**config.mk**
```make
export PLATFORM = sky130hd
export DESIGN_NAME = motor_driver_fault_supervisor
export DESIGN_NICKNAME = d
export VERILOG_FILES = /design/src/logic/fault_sup_pkg.sv /design/src/logic/motor_driver_fault_supervisor.sv
export SDC_FILE = /design/constraint.sdc
export NUM_CORES = 1
export LEC_CHECK = 0
export ABC_AREA = 1
export BUFFER_PORTS_ARGS = -buffer_cell sky130_fd_sc_hd__buf_2
export CAP_MARGIN = 20
export CORE_MARGIN = 1.5
export CORE_UTILIZATION = 60
export DETAILED_ROUTE_END_ITERATION = 12
export GPL_ROUTABILITY_DRIVEN = 0
export GPL_TIMING_DRIVEN = 0
export PLACE_DENSITY = 0.89
export SLEW_MARGIN = 10
export SYNTH_ARGS = -nofsm -noshare
export SYNTH_HDL_FRONTEND = slang
export SYNTH_SLANG_ARGS = --single-unit
```
**constraint.sdc**
```tcl
create_clock -name CLK -period 2.1 [get_ports CLK]
set_input_delay 0.42 -clock CLK [delete_from_list [all_inputs] [get_ports CLK]]
set_output_delay 0.42 -clock CLK [all_outputs]
set_load 0.03 [all_outputs]
```
**src/logic/fault_sup_pkg.sv**
```systemverilog
// package: constants, register map and carrier types of the fault supervisor
package fault_sup_pkg;

  // clock
  localparam int CLK_NS = 20;
  localparam int CNT_W = 24;

  // filter, blanking and retry times in their own units, then cycle counts
  localparam int BAT_UV_NS = 10000;
  localparam int BAT_UV_CYC = (BAT_UV_NS + CLK_NS - 1) / CLK_NS;
  localparam int LOGIC_UV_US = 2500;
  localparam int LOGIC_UV_CYC = (LOGIC_UV_US * 1000 + CLK_NS - 1) / CLK_NS;
  localparam int POR_NS = 13000;
  localparam int POR_CYC = (POR_NS + CLK_NS - 1) / CLK_NS;
  localparam int SC_BLANK_NS = 1000;
  localparam int SC_BLANK_CYC = (SC_BLANK_NS + CLK_NS - 1) / CLK_NS;
  localparam int GEN_BLANK_NS = 3000;
  localparam int GEN_BLANK_CYC = (GEN_BLANK_NS + CLK_NS - 1) / CLK_NS;
  localparam int RETRY_MS = 300;
  localparam int RETRY_CYC = (RETRY_MS * 1000000 + CLK_NS - 1) / CLK_NS;

  // register byte offsets
  localparam logic [7:0] CFG_CH0_OFS = 8'h00;
  localparam logic [7:0] CFG_CH1_OFS = 8'h04;
  localparam logic [7:0] STATUS_OFS = 8'h08;
  localparam logic [7:0] CONTROL_OFS = 8'h0C;

  // channel_analog_config fields and reset value
  localparam int CFG_RETRY_BIT = 11;
  localparam int CFG_HALF_BIT = 12;
  localparam int CFG_SCBLANK_BIT = 13;
  localparam logic [31:0] CFG_RST = 32'h0000_2000;

  // control register fields (write one to act)
  localparam int CTL_CLR_CH0_BIT = 0;
  localparam int CTL_CLR_CH1_BIT = 1;
  localparam int CTL_CLR_LUV_BIT = 2;

  // status register fields
  localparam int ST_THERM_BIT = 0;
  localparam int ST_BATUV_BIT = 1;
  localparam int ST_LUV_FLAG_BIT = 2;
  localparam int ST_LUV_NOW_BIT = 3;
  localparam int ST_OC_LSB = 4;
  localparam int ST_STATE_LSB = 12;

  // axi responses
  localparam logic [1:0] RESP_OKAY = 2'h0;
  localparam logic [1:0] RESP_SLVERR = 2'h2;

  // per-channel over-current states
  typedef enum logic [1:0] {
    OC_NORMAL = 2'b00,
    OC_BLANKING = 2'b01,
    OC_OFF_LATCH = 2'b10,
    OC_OFF_RETRY = 2'b11
  } oc_state_t;

  // asynchronous pin inputs; oc[3:0] channel 0, oc[7:4] channel 1
  typedef struct packed {
    logic bat_uv;
    logic logic_uv;
    logic logic_por;
    logic thermal;
    logic [7:0] oc;
    logic [1:0] enable;
    logic [1:0] inverted_enable_input;
    logic [3:0] pwm;
  } pin_in_t;

  // half-bridge drive; [1:0] bridge_outputs_a, [3:2] bridge_outputs_b
  typedef struct packed {
    logic [3:0] drive_en;
    logic [3:0] pwm;
  } drive_out_t;

endpackage

```
**src/logic/motor_driver_fault_supervisor.sv**
```systemverilog
// fault supervisor of a dual h-bridge driver with an axi4-lite register slave
//
// Local design decisions: the AXI4-Lite slave port and the register offsets.
`timescale 1ns/1ps
`default_nettype none

module motor_driver_fault_supervisor #(
  parameter int LOGIC_UV_CYCLES = fault_sup_pkg::LOGIC_UV_CYC,
  parameter int RETRY_CYCLES = fault_sup_pkg::RETRY_CYC
) (
  input wire logic CLK,
  input wire logic RST_N,
  input wire fault_sup_pkg::pin_in_t PIN_IN,
  input wire logic INIT_FAULT_INDICATOR_PIN,
  input wire logic RESTART_FAULT_INDICATOR_PIN,
  output fault_sup_pkg::drive_out_t DRIVE,
  output logic [1:0] FAULT_INDICATOR_PIN_N,
  output logic LOGIC_RESET,
  input wire logic [7:0] S_AXI_AWADDR,
  input wire logic S_AXI_AWVALID,
  output logic S_AXI_AWREADY,
  input wire logic [31:0] S_AXI_WDATA,
  input wire logic [3:0] S_AXI_WSTRB,
  input wire logic S_AXI_WVALID,
  output logic S_AXI_WREADY,
  output logic [1:0] S_AXI_BRESP,
  output logic S_AXI_BVALID,
  input wire logic S_AXI_BREADY,
  input wire logic [7:0] S_AXI_ARADDR,
  input wire logic S_AXI_ARVALID,
  output logic S_AXI_ARREADY,
  output logic [31:0] S_AXI_RDATA,
  output logic [1:0] S_AXI_RRESP,
  output logic S_AXI_RVALID,
  input wire logic S_AXI_RREADY
);
  import fault_sup_pkg::*;

  localparam int PIN_W = $bits(pin_in_t);

  pin_in_t sync1_q, sync2_q, sync3_q, pin_q;
  logic bat_uv_q, logic_uv_q, por_q, luv_flag_q, thermal_q;
  logic [CNT_W-1:0] bat_cnt_q, luv_cnt_q, por_cnt_q;
  logic [1:0] en_prev_q, enb_prev_q;
  logic [1:0] clr_pulse, fault_release;
  logic [31:0] cfg_q [2];
  logic [2:0] ctl_pulse_q;
  logic [7:0] oc_flag_q;
  logic [3:0] off_hb_q;
  logic [1:0] fault_oc_q;
  logic [1:0] trip;
  oc_state_t state_q [2];
  logic fault_indicator_pin, flush, thermal_eff, supply_ok, all_off;

  // first set bit of a four-detector group, lowest index wins
  function automatic logic [1:0] first_set(input logic [3:0] v);
    logic [1:0] r;
    r = 2'h0;
    if (v[0]) begin
      r = 2'h0;
    end else if (v[1]) begin
      r = 2'h1;
    end else if (v[2]) begin
      r = 2'h2;
    end else if (v[3]) begin
      r = 2'h3;
    end
    return r;
  endfunction

  ////////////////////////////////////////////////////////////////////////////
  // pin synchroniser: three stages, a change counts once stages two and three agree
  always_ff @(posedge CLK or negedge RST_N) begin
    if (!RST_N) begin
      sync1_q <= '0;
      sync2_q <= '0;
      sync3_q <= '0;
      pin_q <= '0;
    end else begin
      sync1_q <= PIN_IN;
      sync2_q <= sync1_q;
      sync3_q <= sync2_q;
      for (int i = 0; i < PIN_W; i++) begin
        if (sync2_q[i] == sync3_q[i]) begin
          pin_q[i] <= sync3_q[i];
        end
      end
    end
  end

  // filtered supply reset forces the filters, fault flags, over-current state and configuration registers back to reset values
  assign flush = por_q;
  assign fault_indicator_pin = INIT_FAULT_INDICATOR_PIN | RESTART_FAULT_INDICATOR_PIN;

  ////////////////////////////////////////////////////////////////////////////
  // logic supply reset-level filter, counted on the logic clock
  always_ff @(posedge CLK or negedge RST_N) begin
    if (!RST_N) begin
      por_cnt_q <= '0;
      por_q <= 1'b0;
    end else if (!pin_q.logic_por) begin
      por_cnt_q <= '0;
      por_q <= 1'b0;
    end else if (por_cnt_q >= CNT_W'(POR_CYC - 1)) begin
      por_q <= 1'b1;
    end else begin
      por_cnt_q <= por_cnt_q + CNT_W'(1);
    end
  end

  // battery under-voltage filter
  always_ff @(posedge CLK or negedge RST_N) begin
    if (!RST_N) begin
      bat_cnt_q <= '0;
      bat_uv_q <= 1'b0;
    end else if (flush || !pin_q.bat_uv) begin
      bat_cnt_q <= '0;
      bat_uv_q <= 1'b0;
    end else if (bat_cnt_q >= CNT_W'(BAT_UV_CYC - 1)) begin
      bat_uv_q <= 1'b1;
    end else begin
      bat_cnt_q <= bat_cnt_q + CNT_W'(1);
    end
  end

  // logic supply under-voltage filter
  always_ff @(posedge CLK or negedge RST_N) begin
    if (!RST_N) begin
      luv_cnt_q <= '0;
      logic_uv_q <= 1'b0;
    end else if (flush || !pin_q.logic_uv) begin
      luv_cnt_q <= '0;
      logic_uv_q <= 1'b0;
    end else if (luv_cnt_q >= CNT_W'(LOGIC_UV_CYCLES - 1)) begin
      logic_uv_q <= 1'b1;
    end else begin
      luv_cnt_q <= luv_cnt_q + CNT_W'(1);
    end
  end

  // sticky logic-supply abnormality flag, a new event wins over the clear
  always_ff @(posedge CLK or negedge RST_N) begin
    if (!RST_N) begin
      luv_flag_q <= 1'b0;
    end else if (flush) begin
      luv_flag_q <= 1'b0;
    end else if (logic_uv_q) begin
      luv_flag_q <= 1'b1;
    end else if (ctl_pulse_q[CTL_CLR_LUV_BIT]) begin
      luv_flag_q <= 1'b0;
    end
  end

  ////////////////////////////////////////////////////////////////////////////
  // thermal detection, held while battery is low
  always_ff @(posedge CLK or negedge RST_N) begin
    if (!RST_N) begin
      thermal_q <= 1'b0;
    end else if (flush) begin
      thermal_q <= 1'b0;
    end else if (!bat_uv_q) begin
      thermal_q <= pin_q.thermal;
    end
  end

  assign thermal_eff = thermal_q & ~INIT_FAULT_INDICATOR_PIN;
  // battery low gates the drivers and holds thermal detection; other counters and registers keep running
  assign supply_ok = ~bat_uv_q & ~logic_uv_q;
  // a full-bridge over-current trip on either channel stops both bridge pairs
  assign all_off = (&off_hb_q[1:0]) | (&off_hb_q[3:2]);

  ////////////////////////////////////////////////////////////////////////////
  // enable edge detection: clear pulses and fault pin release
  always_ff @(posedge CLK or negedge RST_N) begin
    if (!RST_N) begin
      en_prev_q <= '0;
      enb_prev_q <= '0;
    end else begin
      en_prev_q <= pin_q.enable;
      enb_prev_q <= pin_q.inverted_enable_input;
    end
  end

  assign clr_pulse = (en_prev_q & ~pin_q.enable)
                   | (~enb_prev_q & pin_q.inverted_enable_input)
                   | ctl_pulse_q[1:0];
  assign fault_release = (~en_prev_q & pin_q.enable)
                       | (enb_prev_q & ~pin_q.inverted_enable_input)
                       | ctl_pulse_q[1:0];

  ////////////////////////////////////////////////////////////////////////////
  // per-channel over-current supervision
  genvar c;
  generate
    for (c = 0; c < 2; c++) begin : g_ch
      logic [3:0] det;
      logic [1:0] idx_q;
      logic [CNT_W-1:0] cnt_q;
      logic [CNT_W-1:0] blank_cyc;
      logic half, retry;

      assign det = pin_q.oc[c*4 +: 4] & {4{~fault_indicator_pin}};
      assign half = cfg_q[c][CFG_HALF_BIT];
      assign retry = cfg_q[c][CFG_RETRY_BIT] & ~half;
      assign blank_cyc = cfg_q[c][CFG_SCBLANK_BIT] ? CNT_W'(SC_BLANK_CYC)
                                                   : CNT_W'(GEN_BLANK_CYC);
      assign trip[c] = (state_q[c] == OC_BLANKING) && det[idx_q]
                       && (cnt_q >= blank_cyc - CNT_W'(1));

      // state machine: blank, trip, then latch or retry
      always_ff @(posedge CLK or negedge RST_N) begin
        if (!RST_N) begin
          state_q[c] <= OC_NORMAL;
          cnt_q <= '0;
          idx_q <= 2'h0;
          off_hb_q[c*2 +: 2] <= 2'h0;
        end else if (flush) begin
          state_q[c] <= OC_NORMAL;
          cnt_q <= '0;
          idx_q <= 2'h0;
          off_hb_q[c*2 +: 2] <= 2'h0;
        end else if (clr_pulse[c] && (state_q[c] == OC_OFF_LATCH
                                      || state_q[c] == OC_OFF_RETRY)) begin
          state_q[c] <= OC_NORMAL;
          cnt_q <= '0;
          off_hb_q[c*2 +: 2] <= 2'h0;
        end else begin
          case (state_q[c])
            OC_NORMAL: begin
              if (|det) begin
                idx_q <= first_set(det);
                cnt_q <= '0;
                state_q[c] <= OC_BLANKING;
              end
            end
            OC_BLANKING: begin
              if (!det[idx_q]) begin
                state_q[c] <= OC_NORMAL;
              end else if (trip[c]) begin
                cnt_q <= '0;
                if (half) begin
                  off_hb_q[c*2 +: 2] <= idx_q[1] ? 2'b10 : 2'b01;
                end else begin
                  off_hb_q[c*2 +: 2] <= 2'b11;
                end
                state_q[c] <= retry ? OC_OFF_RETRY : OC_OFF_LATCH;
              end else begin
                cnt_q <= cnt_q + CNT_W'(1);
              end
            end
            OC_OFF_RETRY: begin
              if (cnt_q >= CNT_W'(RETRY_CYCLES - 1)) begin
                cnt_q <= '0;
                off_hb_q[c*2 +: 2] <= 2'h0;
                state_q[c] <= OC_NORMAL;
              end else begin
                cnt_q <= cnt_q + CNT_W'(1);
              end
            end
            default: begin
              state_q[c] <= OC_OFF_LATCH;
            end
          endcase
        end
      end

      // sticky detector flag of each trip, set wins over clear
      always_ff @(posedge CLK or negedge RST_N) begin
        if (!RST_N) begin
          oc_flag_q[c*4 +: 4] <= 4'h0;
        end else if (flush) begin
          oc_flag_q[c*4 +: 4] <= 4'h0;
        end else if (trip[c]) begin
          oc_flag_q[c*4 +: 4] <= oc_flag_q[c*4 +: 4] | (4'h1 << idx_q);
        end else if (clr_pulse[c]) begin
          oc_flag_q[c*4 +: 4] <= 4'h0;
        end
      end

      // latched fault pin cause
      always_ff @(posedge CLK or negedge RST_N) begin
        if (!RST_N) begin
          fault_oc_q[c] <= 1'b0;
        end else if (flush) begin
          fault_oc_q[c] <= 1'b0;
        end else if (trip[c]) begin
          fault_oc_q[c] <= 1'b1;
        end else if (fault_release[c]) begin
          fault_oc_q[c] <= 1'b0;
        end
      end
    end
  endgenerate

  ////////////////////////////////////////////////////////////////////////////
  // registered driver outputs and fault pins
  always_ff @(posedge CLK or negedge RST_N) begin
    if (!RST_N) begin
      DRIVE <= '0;
      FAULT_INDICATOR_PIN_N <= 2'b11;
      LOGIC_RESET <= 1'b0;
    end else begin
      LOGIC_RESET <= por_q;
      for (int h = 0; h < 4; h++) begin
        // enables high and inverted enables low drive; anything else stops the output
        DRIVE.drive_en[h] <= supply_ok && !thermal_eff && !flush && !off_hb_q[h] && !all_off
                             && pin_q.enable[h/2] && !pin_q.inverted_enable_input[h/2];
        DRIVE.pwm[h] <= pin_q.pwm[h] && !thermal_eff;
      end
      for (int k = 0; k < 2; k++) begin
        FAULT_INDICATOR_PIN_N[k] <= !(thermal_eff || fault_oc_q[k]);
      end
    end
  end

  ////////////////////////////////////////////////////////////////////////////
  // axi4-lite write channel: address and data taken in either order
  logic aw_have_q, w_have_q;
  logic [7:0] aw_addr_q;
  logic [31:0] w_data_q;
  logic [3:0] w_strb_q;
  logic wr_go;

  assign S_AXI_AWREADY = ~aw_have_q & ~S_AXI_BVALID;
  assign S_AXI_WREADY = ~w_have_q & ~S_AXI_BVALID;
  assign wr_go = aw_have_q & w_have_q & ~S_AXI_BVALID;

  always_ff @(posedge CLK or negedge RST_N) begin
    if (!RST_N) begin
      aw_have_q <= 1'b0;
      w_have_q <= 1'b0;
      aw_addr_q <= '0;
      w_data_q <= '0;
      w_strb_q <= '0;
      S_AXI_BVALID <= 1'b0;
      S_AXI_BRESP <= RESP_OKAY;
    end else begin
      if (S_AXI_AWVALID && S_AXI_AWREADY) begin
        aw_have_q <= 1'b1;
        aw_addr_q <= S_AXI_AWADDR;
      end
      if (S_AXI_WVALID && S_AXI_WREADY) begin
        w_have_q <= 1'b1;
        w_data_q <= S_AXI_WDATA;
        w_strb_q <= S_AXI_WSTRB;
      end
      if (wr_go) begin
        aw_have_q <= 1'b0;
        w_have_q <= 1'b0;
        S_AXI_BVALID <= 1'b1;
        if (aw_addr_q == CFG_CH0_OFS || aw_addr_q == CFG_CH1_OFS
            || aw_addr_q == CONTROL_OFS || aw_addr_q == STATUS_OFS) begin
          S_AXI_BRESP <= RESP_OKAY;
        end else begin
          S_AXI_BRESP <= RESP_SLVERR;
        end
      end else if (S_AXI_BVALID && S_AXI_BREADY) begin
        S_AXI_BVALID <= 1'b0;
      end
    end
  end

  // configuration registers with byte lanes; control pulses last one cycle
  always_ff @(posedge CLK or negedge RST_N) begin
    if (!RST_N) begin
      cfg_q[0] <= CFG_RST;
      cfg_q[1] <= CFG_RST;
      ctl_pulse_q <= '0;
    end else begin
      ctl_pulse_q <= '0;
      if (flush) begin
        cfg_q[0] <= CFG_RST;
        cfg_q[1] <= CFG_RST;
      end else if (wr_go) begin
        for (int b = 0; b < 4; b++) begin
          if (w_strb_q[b] && aw_addr_q == CFG_CH0_OFS) begin
            cfg_q[0][b*8 +: 8] <= w_data_q[b*8 +: 8];
          end else if (w_strb_q[b] && aw_addr_q == CFG_CH1_OFS) begin
            cfg_q[1][b*8 +: 8] <= w_data_q[b*8 +: 8];
          end
        end
        if (aw_addr_q == CONTROL_OFS && w_strb_q[0]) begin
          ctl_pulse_q <= w_data_q[2:0];
        end
      end
    end
  end

  ////////////////////////////////////////////////////////////////////////////
  // axi4-lite read channel: data one cycle after the address is taken
  logic [31:0] status;

  always_comb begin
    status = '0;
    status[ST_THERM_BIT] = thermal_eff;
    status[ST_BATUV_BIT] = bat_uv_q;
    status[ST_LUV_FLAG_BIT] = luv_flag_q;
    status[ST_LUV_NOW_BIT] = logic_uv_q;
    status[ST_OC_LSB +: 8] = oc_flag_q;
    status[ST_STATE_LSB +: 2] = state_q[0];
    status[ST_STATE_LSB + 2 +: 2] = state_q[1];
  end

  assign S_AXI_ARREADY = ~S_AXI_RVALID;

  always_ff @(posedge CLK or negedge RST_N) begin
    if (!RST_N) begin
      S_AXI_RVALID <= 1'b0;
      S_AXI_RDATA <= '0;
      S_AXI_RRESP <= RESP_OKAY;
    end else if (S_AXI_ARVALID && S_AXI_ARREADY) begin
      S_AXI_RVALID <= 1'b1;
      S_AXI_RRESP <= RESP_OKAY;
      if (S_AXI_ARADDR == CFG_CH0_OFS) begin
        S_AXI_RDATA <= cfg_q[0];
      end else if (S_AXI_ARADDR == CFG_CH1_OFS) begin
        S_AXI_RDATA <= cfg_q[1];
      end else if (S_AXI_ARADDR == STATUS_OFS) begin
        S_AXI_RDATA <= status;
      end else if (S_AXI_ARADDR == CONTROL_OFS) begin
        S_AXI_RDATA <= '0;
      end else begin
        S_AXI_RDATA <= '0;
        S_AXI_RRESP <= RESP_SLVERR;
      end
    end else if (S_AXI_RVALID && S_AXI_RREADY) begin
      S_AXI_RVALID <= 1'b0;
    end
  end

endmodule

`default_nettype wire

```
==> flow_summary_export.csv, run 1 <==
group,metric,value,unit
logic_synthesis,synth_area,0.0179,mm²
global_routing,grt_pass1_vias,15400,
sta,fin_skew,0.0245,ns
place,io_buffers,130,
worst_setup_path,reg2reg_depth,9,
worst_setup_path,startpoint_type,"flip-flop",
place,place_ws,-0.157,ns
flow_run,cap_violations,0,
sta,tightestPinTransition,0.939,ns
logic_synthesis,avgSynthCellArea,8.68,µm²
power,p_leak,10.4,nW
finish,finalInstanceArea,0.0211,mm²
logic_synthesis,yosys.cell_types.count,57,
clocking,numCtsBuffers,40,
sta,post-route-period-util,106,%
logic_synthesis,yosys-top-cells-area,"dfrtp_1 54%, nand2_1 9.5%, inv_1 5.9%",
die,start_util,60.7,%
drt,post_drt_via_cell_ratio,5.94,
finish,nets,2369,
clocking,clkTransAtPathRegs,0.07,ns
clocking,cts_root_buf,"clkbuf_16",
drt,dr.pass1.iters,7,
finish,final_core_util,71.4,%
clocking,clk_latency,0.54,ns
global_routing,grt_overflow_total,0,
finish,drive_above_1_share,14.9,%
logic_synthesis,yosysTopAreaCell,"dfrtp_1",
global_routing,grt_pass1_wl,75700,µm
worst_setup_path,cp_data_required_time,2.57,ns
die,coreArea,0.0295,mm²
logic_synthesis,ys_seq_area_share,54.7,%
power,p_per_area,1080,mW/mm²
die,die_area,0.0309,mm²
logic_synthesis,synth_warnings,0,
drt,routed_wirelength,49400,µm
drt,ant_nets,0,
logic_synthesis,synthMuxAreaShare,0.756,%
drt,vias,16000,
global_routing,antenna_found_initial,1,
sta,slew_viol_final,0,
logic_synthesis,yosys.area_share.simple,23.4,%
logic_synthesis,synthAdderAreaFrac,2.31,%
drt,drt_iter0_markers,1981,
sta,setup_viol,4,
worst_setup_path,cp-end-kind,"flip-flop",
clocking,tritoncts,"done",
worst_setup_path,crit_fanout,10,
logic_synthesis,synth_edf_count,0,
worst_hold_path,min_path_type,"input port to flip-flop",
logic_synthesis,ys_seq_elements,391,
clocking,clock_path_buffers,3,
die,row_count,63,
sta,slew-limit-headroom,36.8,%
global_routing,grt_max_degree,114,
drt,drc,0,
power,finalPower,22.8,mW
worst_setup_path,cp.arrival,2.69,ns
sta,finalCriticalPeriod,2.22,ns
logic_synthesis,synth_top_family_by_area,"simple AND/OR/NAND/NOR gates",
logic_synthesis,synth-compound-area-share,8.74,%
clocking,htreeDepth,2,
logic_synthesis,synth_flop_cell,"dfrtp_1",
global_routing,track_usage,30.7,%
sta,setup_ws,-0.118,ns
logic_synthesis,synthXorXnorAreaFrac,2.30,%
worst_setup_path,critPathKind,"flip-flop to flip-flop",
power,peakVddDrop,0.865,mV
sta,hold_viol_final,0,
worst_hold_path,hold_path_depth,1,
sta,rsz0062_at_grt,"true",
die,num_io_pins,133,
clocking,cts.sinks,391,
place,dpl_cell_area,0.0191,mm²
place,post-dp-hpwl,30700,µm
status,violations,"negative setup slack",
finish,syn2layout_area_growth,17.8,%
die,die_w,176,µm
status,status,"complete, but fails checks",
die,dieHeight,176,µm
sta,tns,-0.203,ns
logic_synthesis,synthCells,2060,
drt,wl_per_cell,18.4,µm
sta,fmax,451,MHz
finish,diodes,0,
logic_synthesis,async_flop_share,100,%
logic_synthesis,synth_top_area_share,54.1,%
## flip-flops by register name, summed over array words and instances (netlist names), 4 cells and up
signal / cells
w_strb_q: 4
S_AXI_RDATA: 32
por_cnt_q: 24
sync2_q: 20
sync1_q: 20
cfg_q: 64
pin_q: 20
DRIVE: 8
g_ch.cnt_q: 48
w_data_q: 32
bat_cnt_q: 24
sync3_q: 20
state_q: 4
aw_addr_q: 8
oc_flag_q: 8
off_hb_q: 4
luv_cnt_q: 24
g_ch.idx_q: 4
## worst max-delay path, stage by stage, from the launching register on
cell	delay (ns)
dfrtp_1	0.37
clkbuf_2	0.17
o311ai_0	0.58
nand2_1	0.12
nand2_1	0.15
nand3_4	0.17
nand2_4	0.15
buf_6	0.16
nand2_1	0.15
nand2_1	0.13
## metal layers
metal	global-route usage, %	vias to the layer above	wire, µm
li1	-	7035	-
met1	38.3	7541	18100
met2	50.7	1119	23600
met3	5.93	288	4740
met4	16.7	2	2960
met5	0	-	10
## cells by family after synthesis
| group | count (synthesis) |
|---|---|
| and+or+nand+nor | 969 |
| DFF | 391 |
| buffers and inverters | 343 |
| AOI/OAI and AO/OA | 260 |
| xor gates and xnor gates | 47 |
| adders and majority gates | 37 |
| muxes | 12 |
| other | 1 |
## layout by cell type (no fill, tap or decap), types with 29 or more instances in the layout
cell type	Yosys	final
inv_1	279	277
nor3_1	32	29
xor2_1	39	39
o221ai_1	31	31
dfrtp_1	387	385
buf_2	11	139
nand4_1	32	32
clkbuf_16	0	42
nand3_1	142	138
nor2_1	258	253
nand2_1	451	443
a21oi_1	60	55
o21ai_0	106	105
## through the flow
step	std cells	hold slack, ns
global route	2692	0.00273
CTS	2676	0.00236
finish	2692	0.0106
floorplan	2061	0.124
global placement	2581	0.334
detailed placement	2584	0.335
## synthesized netlist by cell type (all sizes together), types with 4 or more instances
cell / n
nand3b: 6
xnor2: 8
buf: 32
nand3: 147
a21boi: 8
dfrtp: 387
nor4: 10
ha: 17
nor3: 33
maj3: 20
o21ai: 121
inv: 285
o211ai: 4
a21oi: 62
o221ai: 31
nor2: 274
nand2: 462
o21a: 18
dfstp: 4
xor2: 39
clkbuf: 25
nand4: 32
mux2: 12
## repair_timing
action	4_1_cts	5_1_grt
endpoints found under the setup margin	28	263
setup buffers	1	14
hold buffers	18	0
pin swaps	0	14
endpoints found under the hold margin	51	0
gates resized for setup	6	56
gates cloned	0	2
## power by group
group          switching (mW)  internal, mW
Clock                    3.06          4.51
Combinational            3.72          1.80
Sequential              0.809          8.86
## area by class of cell
class	count	area (µm²)
buffer	57	328
multi-input combinational	1327	6880
clock buffer	50	1110
tap	390	488
sequential	391	9790
inverter	286	1080
clock inverter	23	297
timing repair buffer	168	1090
fill	1985	8420
## final timing paths
| check | start | end | slack, ns |
|---|---|---|---|
| worst max-delay path | luv_cnt_q[10]$_DFFE_PN0P_ | luv_cnt_q[2]$_DFFE_PN0P_ | -0.12 |
| worst min-delay path | PIN_IN[15] | sync1_q[15]$_DFF_PN0_ | 0.01 |
| worst max register to register | luv_cnt_q[10]$_DFFE_PN0P_ | luv_cnt_q[2]$_DFFE_PN0P_ | -0.12 |
| worst min register to register | sync1_q[15]$_DFF_PN0_ | sync2_q[15]$_DFF_PN0_ | 0.35 |
| max in group asynchronous | RST_N | FAULT_INDICATOR_PIN_N[0]$_DFF_PN1_ | 0.35 |
| min in group asynchronous | RST_N | g_ch[0].cnt_q[20]$_DFFE_PN0P_ | 0.46 |
No activity file was read; power rests on OpenSTA's default activity.
==> run 2: changes to the inputs <==
- CORE_UTILIZATION: 60 -> 56
- GPL_TIMING_DRIVEN: 0 -> default
- PLACE_DENSITY: 0.89 -> 0.84
==> run 2 against run 1 <==
Effect of this change: largest cell class unchanged; combinational power is 8.3% lower; worst setup slack better by 0.23 ns; the flow now finishes without violations; non-clock buffer count shrank 34; flip-flop and latch count did not move; wire length fell by 12%; global-route usage is 4.0 points lower; core utilization fell by 5.4 points.
==> flow_summary_export.csv, run 2 (synthesized netlist as in run 1, its figures left out) <==
group,metric,value,unit
finish,n_fill_cell,2342,
sta,finalCriticalPeriod,1.99,ns
clocking,clk_latency,0.56,ns
drt,dr.pass1.iters,8,
worst_setup_path,cp_num_buf_inv,2,
drt,routed_wirelength,43300,µm
sta,hold_viol_final,0,
finish,nets,2335,
finish,syn2layout_area_growth,16.2,%
drt,drc,0,
worst_setup_path,r2r-end,"g_ch[0].cnt_q[23]$_DFFE_PN0P_",
power,p_leak,10.3,nW
finish,top_regs,"cfg_q (64), g_ch.cnt_q (48)",
place,io_buffers,130,
die,dieHeight,182,µm
sta,tns,0,ns
worst_setup_path,crit_fanout,17,
global_routing,grt_pass1_wl,72300,µm
drt,ant_nets,0,
finish,regArea,0.00979,mm²
global_routing,track_usage,26.7,%
power,seqPwrFrac,44.2,%
worst_setup_path,slowest_stage,"dfstp_2",
clocking,htreeDepth,2,
die,row_count,65,
worst_hold_path,hold_path_depth,2,
sta,rsz0062_at_grt,"true",
finish,largest_reg_flops,64,
die,num_io_pins,133,
global_routing,grt_pass1_vias,14800,
status,status,"finished clean",
worst_setup_path,cp.arrival,2.45,ns
worst_setup_path,rr_startpoint,"cfg_q[45]$_DFFE_PN1P_",
clocking,clkTransAtPathRegs,0.06,ns
drt,post_drt_via_cell_ratio,5.59,
power,p_int,14.5,mW
sta,fmax,503,MHz
die,die_w,182,µm
global_routing,grt_max_degree,78,
worst_setup_path,cp_cell_sequence,"inv_1 > ha_1 > nand2_1 > inv_1 > nand2_1 > nand2_1 > nand2_1 > nand2_1 > nand2_4 > nand2_2 > nand2_8 > nand2_1 > a21oi_1",
finish,top_register,"cfg_q",
flow_run,cap_violations,0,
die,die_area,0.0330,mm²
sta,fin_skew,0.0303,ns
worst_hold_path,min_path_type,"input port to flip-flop",
global_routing,grt_overflow_total,0,
power,p_sw,7.25,mW
global_routing,antenna_found_initial,1,
drt,wl_per_cell,16.2,µm
drt,drt_iter0_markers,1375,
power,p_per_area,1050,mW/mm²
sta,post-route-period-util,94.7,%
worst_setup_path,path_delay_family,"simple AND/OR/NAND/NOR gates",
worst_setup_path,cpPeakStageDelay,0.57,ns
finish,finalNonFillerCells,2671,
die,coreArea,0.0315,mm²
worst_setup_path,reg2reg_depth,13,
worst_setup_path,cp_common_cell,"nand2_1",
power,finalPower,21.8,mW
worst_setup_path,critPathKind,"flip-flop to flip-flop",
power,p_clk_share,32.6,%
finish,drive_above_1_share,13.8,%
clocking,tritoncts,"done",
power,share_comb_of_total_power,23.2,%
worst_setup_path,cp_data_required_time,2.56,ns
place,post-dp-hpwl,29300,µm
finish,layout_commonest_cell,"nand2_1",
die,start_util,56.8,%
place,placedCellCount,2574,
drt,vias,14900,
sta,slew_viol_final,0,
sta,tightestPinTransition,0.564,ns
sta,whs,0.0486,ns
clocking,numCtsBuffers,40,
worst_setup_path,startpoint_type,"flip-flop",
clocking,cts_root_buf,"clkbuf_16",
worst_hold_path,hold_end,"S_AXI_BVALID$_DFFE_PN0P_",
sta,setup_viol,0,
power,peakVddDrop,1.29,mV
worst_setup_path,r2r_slack,0.11,ns
worst_hold_path,hp-start,"S_AXI_BREADY",
worst_setup_path,cp-end-kind,"flip-flop",
finish,multi_input_area,0.00682,mm²
power,netSwitchingFraction,33.3,%
clocking,cts.sinks,391,
sta,slew-limit-headroom,62.3,%
finish,layout_common_cells,"446 x nand2_1, 387 x dfrtp_1, 279 x inv_1, 255 x nor2_1, 140 x nand3_1",
clocking,clock_path_buffers,3,
[run 2: power by group through the flow]
stage / Combinational, mW / Clock (mW) / Sequential [mW]
final: 5.06 / 7.09 / 9.62
after global routing: 5.68 / 7.49 / 9.75
after CTS: 4.92 / 7.20 / 9.58
after detailed placement: 4.82 / 0 / 9.69
after global placement: 4.59 / 0 / 9.63
after floorplan: 3.33 / 0 / 9.72
[run 2: through the flow]
step / area [µm²] / setup WS (ns) / utilization, %
floorplan: 17900 / 0.189 / -
global placement: 19100 / 0.0970 / 60.8
detailed placement: 19100 / 0.0437 / 60.8
CTS: 20700 / 0.0785 / 65.7
global route: 20800 / -0.0206 / 66.0
finish: 20800 / 0.112 / 66.0
[run 2: cell type report]
cell class / count / share of cell area [%]
clock inverter: 18 / 0.885
tap: 402 / 2.42
timing repair buffer: 191 / 6.06
antenna: 1 / 0.0120
sequential: 391 / 47.1
clock buffer: 55 / 5.52
inverter: 286 / 5.18
multi-input combinational: 1327 / 32.8
[run 2: worst max path at each step]
stage                             start                            end  slack, ns  cells past startpoint
2_1_floorplan  S_AXI_BVALID$_DFFE_PN0P_       w_data_q[10]$_DFFE_PN0P_       0.19                      5
3_3_place_gp   aw_addr_q[5]$_DFFE_PN0P_           cfg_q[5]$_DFFE_PN0P_        0.1                      7
3_5_place_dp   aw_addr_q[5]$_DFFE_PN0P_           cfg_q[4]$_DFFE_PN0P_       0.04                      7
4_1_cts        luv_cnt_q[0]$_DFFE_PN0P_      luv_cnt_q[10]$_DFFE_PN0P_       0.08                     10
5_1_grt               flush$_DFFE_PN0P_  g_ch[0].cnt_q[20]$_DFFE_PN0P_      -0.02                     10
6_report          cfg_q[45]$_DFFE_PN1P_  g_ch[0].cnt_q[23]$_DFFE_PN0P_       0.11                     13
[run 2: what timing repair did]
item | in CTS | in global routing
resized for setup | 1 | 21
hold buffers | 21 | 0
endpoints found under the setup margin | 3 | 89
setup buffers | 0 | 2
hold endpoints to repair | 51 | 0
pin swaps | 0 | 2
[run 2: routing by layer]
metal | global-route usage, % | routed length [µm] | vias to the layer above | part of all wire [%]
met5 | 0 | 0 | - | 0
met1 | 35.6 | 17700 | 7236 | 41
met2 | 45.3 | 21500 | 647 | 50
met4 | 9.63 | 1250 | 0 | 2.9
met3 | 3.51 | 2900 | 117 | 6.7
li1 | - | - | 6941 | -
